===== config.mk =====
export PLATFORM = sky130hd
export DESIGN_NAME = vff_sense
export DESIGN_NICKNAME = d
export VERILOG_FILES = /design/src/vff_pkg.sv /design/src/vff_sense.sv
export SDC_FILE = /design/constraint.sdc
export NUM_CORES = 2
export LEC_CHECK = 0
export ABC_AREA = 0
export ABC_CLOCK_PERIOD_IN_PS = 90500
export BUFFER_PORTS_ARGS = -buffer_cell sky130_fd_sc_hd__buf_2
export CORE_MARGIN = 4
export CORE_UTILIZATION = 43
export CTS_BUF_LIST = sky130_fd_sc_hd__clkbuf_16
export CTS_CLUSTER_DIAMETER = 40
export DETAILED_ROUTE_END_ITERATION = 8
export GPL_TIMING_DRIVEN = 0
export PLACE_DENSITY = 0.59
export SYNTH_ARGS = -nofsm -noshare
export SYNTH_HDL_FRONTEND = slang
export SYNTH_SLANG_ARGS = --single-unit

===== constraint.sdc =====
create_clock -name clock -period 90.5 [get_ports clock]
set_input_delay 13.575 -clock clock [delete_from_list [all_inputs] [get_ports clock]]
set_output_delay 13.575 -clock clock [all_outputs]
set_load 0.005 [all_outputs]

===== src/vff_pkg.sv =====
// Package: constants and carrier types for the rectified-voltage feed-forward block.
`default_nettype none
package vff_pkg;
	// ****************************************
	// Timing
	// ****************************************
	localparam int CLK_MHZ = 250;
	localparam int EDGE_LAT_NS = 10;
	// Longest latency rounds down to whole cycles.
	localparam int EDGE_LAT_CYC = (EDGE_LAT_NS * CLK_MHZ) / 1000;
	localparam int SETTLE_NS = 250;
	// Least settle time rounds up to whole cycles.
	localparam int SETTLE_CYC = (SETTLE_NS * CLK_MHZ + 999) / 1000;

	// ****************************************
	// Widths and codes
	// ****************************************
	localparam int VW = 12;
	localparam int BW = 10;
	localparam int DW = 16;
	localparam int DFRAC = 12;
	localparam logic [1:0] FFSRC_VRECT = 2'h0;
	localparam logic [1:0] FFSRC_VIN = 2'h1;
	localparam logic [1:0] FFSRC_TLM = 2'h2;
	localparam logic [1:0] FFSRC_OVR = 2'h3;
	localparam logic [1:0] IIN_SRC_EST = 2'h2;
	localparam logic [1:0] MOD_TRAILING = 2'h2;
	localparam logic [1:0] LOOP_VMC = 2'h0;
	localparam logic DUTY_LOCK_OFF = 1'b0;
	localparam logic CMP_REF_500MV = 1'b0;
	localparam logic CMP_REF_300MV = 1'b1;
	localparam logic [VW-1:0] VZERO = 12'h000;
	localparam logic [DW-1:0] DZERO = 16'h0000;
	localparam logic [BW-1:0] BZERO = 10'h000;
	localparam logic [DW-1:0] DMAX = 16'hFFFF;

	typedef enum logic [1:0] {VFF_IDLE, VFF_BLANK, VFF_SAMPLE} vff_phase_t;

	typedef struct packed {
		logic [1:0] ff_src;
		logic ovr_sel;
		logic [VW-1:0] ovr_value;
		logic [VW-1:0] vin_init;
		logic [VW-1:0] vout_target;
		logic [VW-1:0] trans_scale;
		logic [VW-1:0] div_scale;
		logic [BW-1:0] blank_cycles;
		logic cmp_ref_sel;
		logic [1:0] iin_src;
		logic [1:0] mod_flavour;
		logic [1:0] loop_mode;
		logic duty_lock;
	} vff_cfg_t;

	typedef struct packed {
		logic cmp_ref;
		logic sample_open;
		logic rise_edge;
		logic fall_edge;
		logic [VW-1:0] held;
		logic held_valid;
		logic [DW-1:0] ff_term;
		logic [DW-1:0] duty;
		logic [VW-1:0] vin_est;
		logic voltage_mode_control;
		logic trailing;
		logic flux_bal_en;
		logic iin_est_only;
	} vff_stat_t;

	typedef struct packed {
		vff_phase_t phase;
		logic sense_q1;
		logic pwm_q1;
		logic [BW-1:0] blank_cnt;
		logic [VW-1:0] track;
		logic switched;
		vff_stat_t st;
	} vff_state_t;
endpackage : vff_pkg
`default_nettype wire


===== src/vff_sense.sv =====
// Module: rectified-voltage edge sensing, sample hold and feed-forward duty.
`default_nettype none
// What this block does
// - Report rectified waveform rising and falling edges within 10 ns.
// - Comparator reference selectable between 500 mV and 300 mV.
// - A rising edge while idle starts a programmable blanking interval without sampling.
// - Sampling opens after blanking, closes when PWM output falls.
// - Tracking value follows ADC continuously while window is open.
// - Hold final sample at window close for next cycle feed-forward.
// - Before switching, use programmable initial input voltage.
// - Feed-forward duty is target divided by input voltage times scale.
// - Add feed-forward duty to PID output to form PWM duty.
// - Source select picks divisor; rectified sense gives target over held voltage.
// - Isolated uses rectified voltage, non-isolated uses input voltage.
// - Input voltage derives from held rectified reading times divider scale; turns ratio is not applied.
// - Voltage mode forces input current telemetry source code 2.
// - Modulation code 2 selects trailing-edge modulation.
// - Loop code 0 selects voltage mode; lock code 0 disables flux balance.
module vff_sense
	import vff_pkg::*;
(
	input wire logic clock,
	input wire logic rst,
	input wire logic rect_sense_input,
	input wire logic [VW-1:0] adc_code,
	input wire logic pwm_out,
	input wire logic [VW-1:0] vin_telemetry,
	input wire logic [DW-1:0] pid_out,
	input wire vff_cfg_t cfg,
	output vff_stat_t stat
);
	vff_state_t s_q;
	vff_state_t s_d;
	logic [VW-1:0] divisor;
	logic [2*VW-1:0] denom;
	logic [DW+DFRAC-1:0] quot;
	logic [DW:0] sum;

	// ****************************************
	// Feed-forward arithmetic
	// ****************************************
	// A combinational divider keeps the answer within one cycle; it is the timing
	// hazard of this block and may need pipelining at speed.
	always_comb begin
		case (s_q.switched ? cfg.ff_src : FFSRC_OVR)
			FFSRC_VRECT: divisor = s_q.st.held;
			FFSRC_VIN: divisor = s_q.st.vin_est;
			FFSRC_TLM: divisor = vin_telemetry;
			default: divisor = s_q.switched ? cfg.ovr_value : cfg.vin_init;
		endcase
		if (cfg.ovr_sel && s_q.switched) begin
			divisor = cfg.ovr_value;
		end
		denom = divisor * cfg.trans_scale;
		if (denom == {(2*VW){1'b0}}) begin
			quot = {(DW+DFRAC){1'b1}};
		end else begin
			quot = ({cfg.vout_target, {(DW+DFRAC-VW){1'b0}}}) / (DW+DFRAC)'(denom);
		end
		sum = {1'b0, s_q.st.ff_term} + {1'b0, pid_out};
	end

	// ****************************************
	// Sequencing
	// ****************************************
	always_comb begin
		s_d = s_q;
		s_d.sense_q1 = rect_sense_input;
		s_d.pwm_q1 = pwm_out;
		s_d.st.rise_edge = rect_sense_input && !s_q.sense_q1;
		s_d.st.fall_edge = !rect_sense_input && s_q.sense_q1;
		s_d.st.cmp_ref = cfg.cmp_ref_sel ? CMP_REF_300MV : CMP_REF_500MV;
		case (s_q.phase)
			VFF_IDLE: begin
				if (rect_sense_input && !s_q.sense_q1) begin
					s_d.phase = VFF_BLANK;
					s_d.blank_cnt = cfg.blank_cycles;
				end
			end
			VFF_BLANK: begin
				if (s_q.blank_cnt == BZERO) begin
					s_d.phase = VFF_SAMPLE;
					s_d.track = adc_code;
				end else begin
					s_d.blank_cnt = s_q.blank_cnt - 1'b1;
				end
			end
			VFF_SAMPLE: begin
				s_d.track = adc_code;
			end
			default: s_d.phase = VFF_IDLE;
		endcase
		// PWM falling edge ends the window and latches once per cycle.
		if (!pwm_out && s_q.pwm_q1) begin
			s_d.switched = 1'b1;
			if (s_q.phase == VFF_SAMPLE) begin
				s_d.st.held = s_q.track;
				s_d.st.held_valid = 1'b1;
			end
			s_d.phase = VFF_IDLE;
		end
		s_d.st.sample_open = (s_d.phase == VFF_SAMPLE);
		s_d.st.vin_est = VW'((32'(s_q.st.held) * 32'(cfg.div_scale)) >> VW);
		s_d.st.ff_term = (quot > (DW+DFRAC)'(DMAX)) ? DMAX : quot[DW-1:0];
		s_d.st.duty = sum[DW] ? DMAX : sum[DW-1:0];
		s_d.st.voltage_mode_control = (cfg.loop_mode == LOOP_VMC);
		s_d.st.flux_bal_en = (cfg.duty_lock != DUTY_LOCK_OFF);
		s_d.st.trailing = (cfg.mod_flavour == MOD_TRAILING);
		s_d.st.iin_est_only = (cfg.loop_mode == LOOP_VMC) || (cfg.iin_src == IIN_SRC_EST);
	end

	always_ff @(posedge clock or posedge rst) begin
		if (rst) begin
			s_q <= '0;
		end else begin
			s_q <= s_d;
		end
	end

	assign stat = s_q.st;

	// A PWM fall is the only moment at which the held sample may move.
	logic pwm_fall;
	assign pwm_fall = s_q.pwm_q1 && !pwm_out;

	// ****************************************
	// Checks
	// ****************************************
	property p_edge_lat;
		@(posedge clock) disable iff (rst)
		$rose(rect_sense_input) |-> ##[1:2] stat.rise_edge;
	endproperty
	a_edge_lat: assert property (p_edge_lat) else $error("edge late");

	property p_blank;
		@(posedge clock) disable iff (rst)
		(s_q.phase == VFF_BLANK) |-> !stat.sample_open;
	endproperty
	a_blank: assert property (p_blank) else $error("sampling in blank");

	property p_close;
		@(posedge clock) disable iff (rst)
		$fell(pwm_out) |=> !stat.sample_open;
	endproperty
	a_close: assert property (p_close) else $error("window open after pwm fall");

	property p_hold;
		@(posedge clock) disable iff (rst)
		!$past(pwm_fall) |-> $stable(stat.held);
	endproperty
	a_hold: assert property (p_hold) else $error("held changed mid cycle");

	property p_latch;
		@(posedge clock) disable iff (rst)
		($fell(pwm_out) && s_q.phase == VFF_SAMPLE) |=> stat.held == $past(s_q.track);
	endproperty
	a_latch: assert property (p_latch) else $error("final sample not held");

	property p_sum;
		@(posedge clock) disable iff (rst)
		!sum[DW] |=> {1'b0, stat.duty} == $past(sum);
	endproperty
	a_sum: assert property (p_sum) else $error("duty not ff plus pid");

	property p_mode;
		@(posedge clock) disable iff (rst)
		(cfg.loop_mode == LOOP_VMC) |=> stat.voltage_mode_control && stat.iin_est_only;
	endproperty
	a_mode: assert property (p_mode) else $error("vmc flags wrong");

	property p_trail;
		@(posedge clock) disable iff (rst)
		(cfg.mod_flavour == MOD_TRAILING) |=> stat.trailing;
	endproperty
	a_trail: assert property (p_trail) else $error("trailing not set");

	property p_fall_lat;
		@(posedge clock) disable iff (rst)
		$fell(rect_sense_input) |-> ##[1:2] stat.fall_edge;
	endproperty
	a_fall_lat: assert property (p_fall_lat) else $error("fall edge late");

	property p_pulse;
		@(posedge clock) disable iff (rst)
		stat.rise_edge |=> !stat.rise_edge;
	endproperty
	a_pulse: assert property (p_pulse) else $error("edge pulse too long");

	property p_cmp;
		@(posedge clock) disable iff (rst)
		1'b1 |=> (stat.cmp_ref == CMP_REF_300MV) == $past(cfg.cmp_ref_sel);
	endproperty
	a_cmp: assert property (p_cmp) else $error("reference select not followed");

	property p_blank_start;
		@(posedge clock) disable iff (rst)
		(s_q.phase == VFF_IDLE && $rose(rect_sense_input) && !pwm_fall)
		|=> s_q.phase == VFF_BLANK && s_q.blank_cnt == $past(cfg.blank_cycles);
	endproperty
	a_blank_start: assert property (p_blank_start) else $error("blank not started");

	property p_open;
		@(posedge clock) disable iff (rst)
		(s_q.phase == VFF_BLANK && s_q.blank_cnt == BZERO && !pwm_fall) |=> stat.sample_open;
	endproperty
	a_open: assert property (p_open) else $error("window not opened after blank");

	property p_track;
		@(posedge clock) disable iff (rst)
		(s_q.phase == VFF_SAMPLE && !pwm_fall) |=> s_q.track == $past(adc_code);
	endproperty
	a_track: assert property (p_track) else $error("tracking value stale");

	property p_valid;
		@(posedge clock) disable iff (rst)
		(pwm_fall && s_q.phase == VFF_SAMPLE) |=> stat.held_valid;
	endproperty
	a_valid: assert property (p_valid) else $error("held sample not marked valid");

	// Until the first PWM fall no sensed value exists, so the initial voltage must be used.
	property p_init;
		@(posedge clock) disable iff (rst)
		!s_q.switched |-> divisor == cfg.vin_init;
	endproperty
	a_init: assert property (p_init) else $error("initial voltage not used");

	property p_sat;
		@(posedge clock) disable iff (rst)
		sum[DW] |=> stat.duty == DMAX;
	endproperty
	a_sat: assert property (p_sat) else $error("duty not saturated");

	property p_flux;
		@(posedge clock) disable iff (rst)
		(cfg.duty_lock == DUTY_LOCK_OFF) |=> !stat.flux_bal_en;
	endproperty
	a_flux: assert property (p_flux) else $error("flux balance not disabled");
endmodule : vff_sense
`default_nettype wire


==> flow_summary.ini <==
[run_status]
status = finished clean

[critical_path]
cp.required_ps = 90660
slowest_stage = xnor2_2
crit_top_cell = ha_1
worstSetupEndpointType = flop
crit_fanout = 10
start_kind = input pin
cp.arrival_ps = 87490
path_class = input pin to flop
critPathMaxStageDelay_ps = 740

[final_layout]
num_antenna_cells = 0
final_cell_mix = nand2_1, ha_1, nor2_1
layout_commonest_cell = nand2_1
drive_gt1_share_pct = 13.6
area_growth_pct = 11.9
final_cells = 6377
layout.nets = 6072

[clock_network]
clock_path_buffers = 2
cts.reportedPaths.clkPinSlew_ps = 70
cts_tree = built
root_buffer = clkbuf_16
cts.hold.buffers_added = 0
numCtsBuffers = 9
clock_latency_ps = 360
clock-sinks = 92
ctsHtreeMaxLevel = 3

[floorplan]
io_pins = 190
die_w_um = 301
die_h_um = 301
coreArea_sq_mm = 0.0850
die_area_sq_mm = 0.0904
rows = 107
initial_core_util_pct = 43.3

[sta]
hold_viol = 0
finalClockSkew_ps = 11.0
finalSetupViolCount = 0
drv_slew = 0
timing.hold.ws_ps = 433
fmax_mhz = 11.4
finalCritPeriodShare_pct = 96.5
tightest_slew_ps = 1270
fin_crit_ps = 87340
slew-limit-headroom_pct = 13.0

[logic_synthesis]
yosys_warnings = 0
yosysSeqAreaShare_pct = 6.25
ys_types = 99
synth.cell_area_sq_mm = 0.0368
synth_ff_type = dfrtp_1
syn_area_per_cell_sq_um = 7.41
syn_nets = 5811
synth_edf_count = 0
synthArstFlopShare_pct = 100
synthCells = 4967
synth_seq_cells = 92

[placement]
port_buffers = 188
place.detailed.hpwl_mm = 107
gp_congestion = 0.981
dp_cells = 6308

[routing]
post_drt_wl_per_cell_um = 20.7
drtIter0Drc = 3217
vias = 37800
dr.pass1.iters = 6
drc = 0
antenna_left = 0
via_per_inst = 5.92
finalWirelength_mm = 132

[grt]
grt_max_degree = 71
grt_usage_pct = 28.1
grt_pass1_vias = 35700
grt.overflow.total = 0
grt_pass1_wl_mm = 204
antenna_found_initial = 1

[flow_run]
drv_cap = 0

[min_path]
min_path_type = flop to flop
-- cell families after synthesis --
group | count (synthesis) | share of synthesized area (%)
adder cells (fa/ha/maj) | 719 | 28.5
flip-flops | 92 | 6.25
buffers and inverters | 634 | 7.24
multiplexers | 143 | 4.26
XOR/XNOR | 299 | 7.11
AND/OR/NAND/NOR | 1654 | 21.2
AO/OA/AOI/OAI | 1426 | 25.4
-- timing repair --
item / 4_1_cts / 5_1_grt
pin swaps: 7 / 34
resized for setup: 153 / 176
setup endpoints to repair: 5 / 2
buffers inserted: 14 / 43
cloned: 0 / 2
-- per-layer routing --
metal	up-vias	share of wire, %	GRT usage (%)
met4	0	3.0	7.42
met1	18000	45	39.9
met2	1461	44	45.3
met5	-	0	0
met3	191	7.6	3.37
li1	18100	-	-
-- synth_stat cells, types with 94 or more instances --
cell      instances  area share (%)
inv_1           400             4.1
a21o_1          173             3.5
xor2_1          107             2.5
ha_1            518              18
fa_1            201              11
and2_1          121             2.1
a21oi_1         353             4.8
o21a_1           96             2.0
nor3_1           94             1.3
o21ai_0         309             4.2
xnor2_1         192             4.6
nor2_1          413             4.2
clkbuf_1        143             1.5
nand2_1         570             5.8
-- per-stage QoR --
step	TNS [ps]	setup WS [ps]	utilization (%)	cell area (sq um)
2_1_floorplan	0	8190	-	36800
3_3_place_gp	-61690	-19170	46.1	39200
3_5_place_dp	-49830	-16810	46.3	39400
4_1_cts	0	18.8	47.4	40300
5_1_grt	-110	-110	48.4	41200
6_report	0	3160	48.4	41200
-- final timing paths --
| check | from | end | slack [ps] | cells past startpoint |
|---|---|---|---|---|
| max in group asynchronous | rst | s_q[77]$_DFFE_PP0P_ | 76660 | 3 |
| hold reg to reg | s_q[89]$_DFF_PP0_ | stat[62]$_DFF_PP0_ | 430 | 1 |
| hold / removal | s_q[89]$_DFF_PP0_ | stat[62]$_DFF_PP0_ | 430 | 1 |
| min in group asynchronous | rst | stat[0]$_DFF_PP0_ | 13180 | 2 |
| setup reg to reg | stat[49]$_DFFE_PP0P_ | stat[32]$_DFF_PP0_ | 16100 | 320 |
| setup / recovery | cfg[80] | stat[32]$_DFF_PP0_ | 3160 | 322 |
-- flip-flops by register name, indices dropped and copies added, names as in the netlist --
signal,count
s_q,27
stat,65
-- critical path: cells and delay by family --
family | cells | cell delay [ps]
AO/OA/AOI/OAI | 144 | 31820
buffers and inverters | 42 | 8890
multiplexers | 9 | 2820
adder cells (fa/ha/maj) | 34 | 11770
AND/OR/NAND/NOR | 91 | 17360
XOR/XNOR | 2 | 1070
-- final cells by class --
class / instances / area [sq um]
plain buffers: 225 / 1320
clock buffers: 9 / 225
clock inverters: 7 / 81.3
fillers: 8656 / 43800
inverters: 401 / 1520
multi-input cells: 4242 / 32700
flip-flops and latches: 92 / 2300
well taps: 1144 / 1430
repair buffers: 257 / 1590
Power is not shown: default switching activity piles up to over one toggle a cycle in this logic, so the estimate is an artifact.
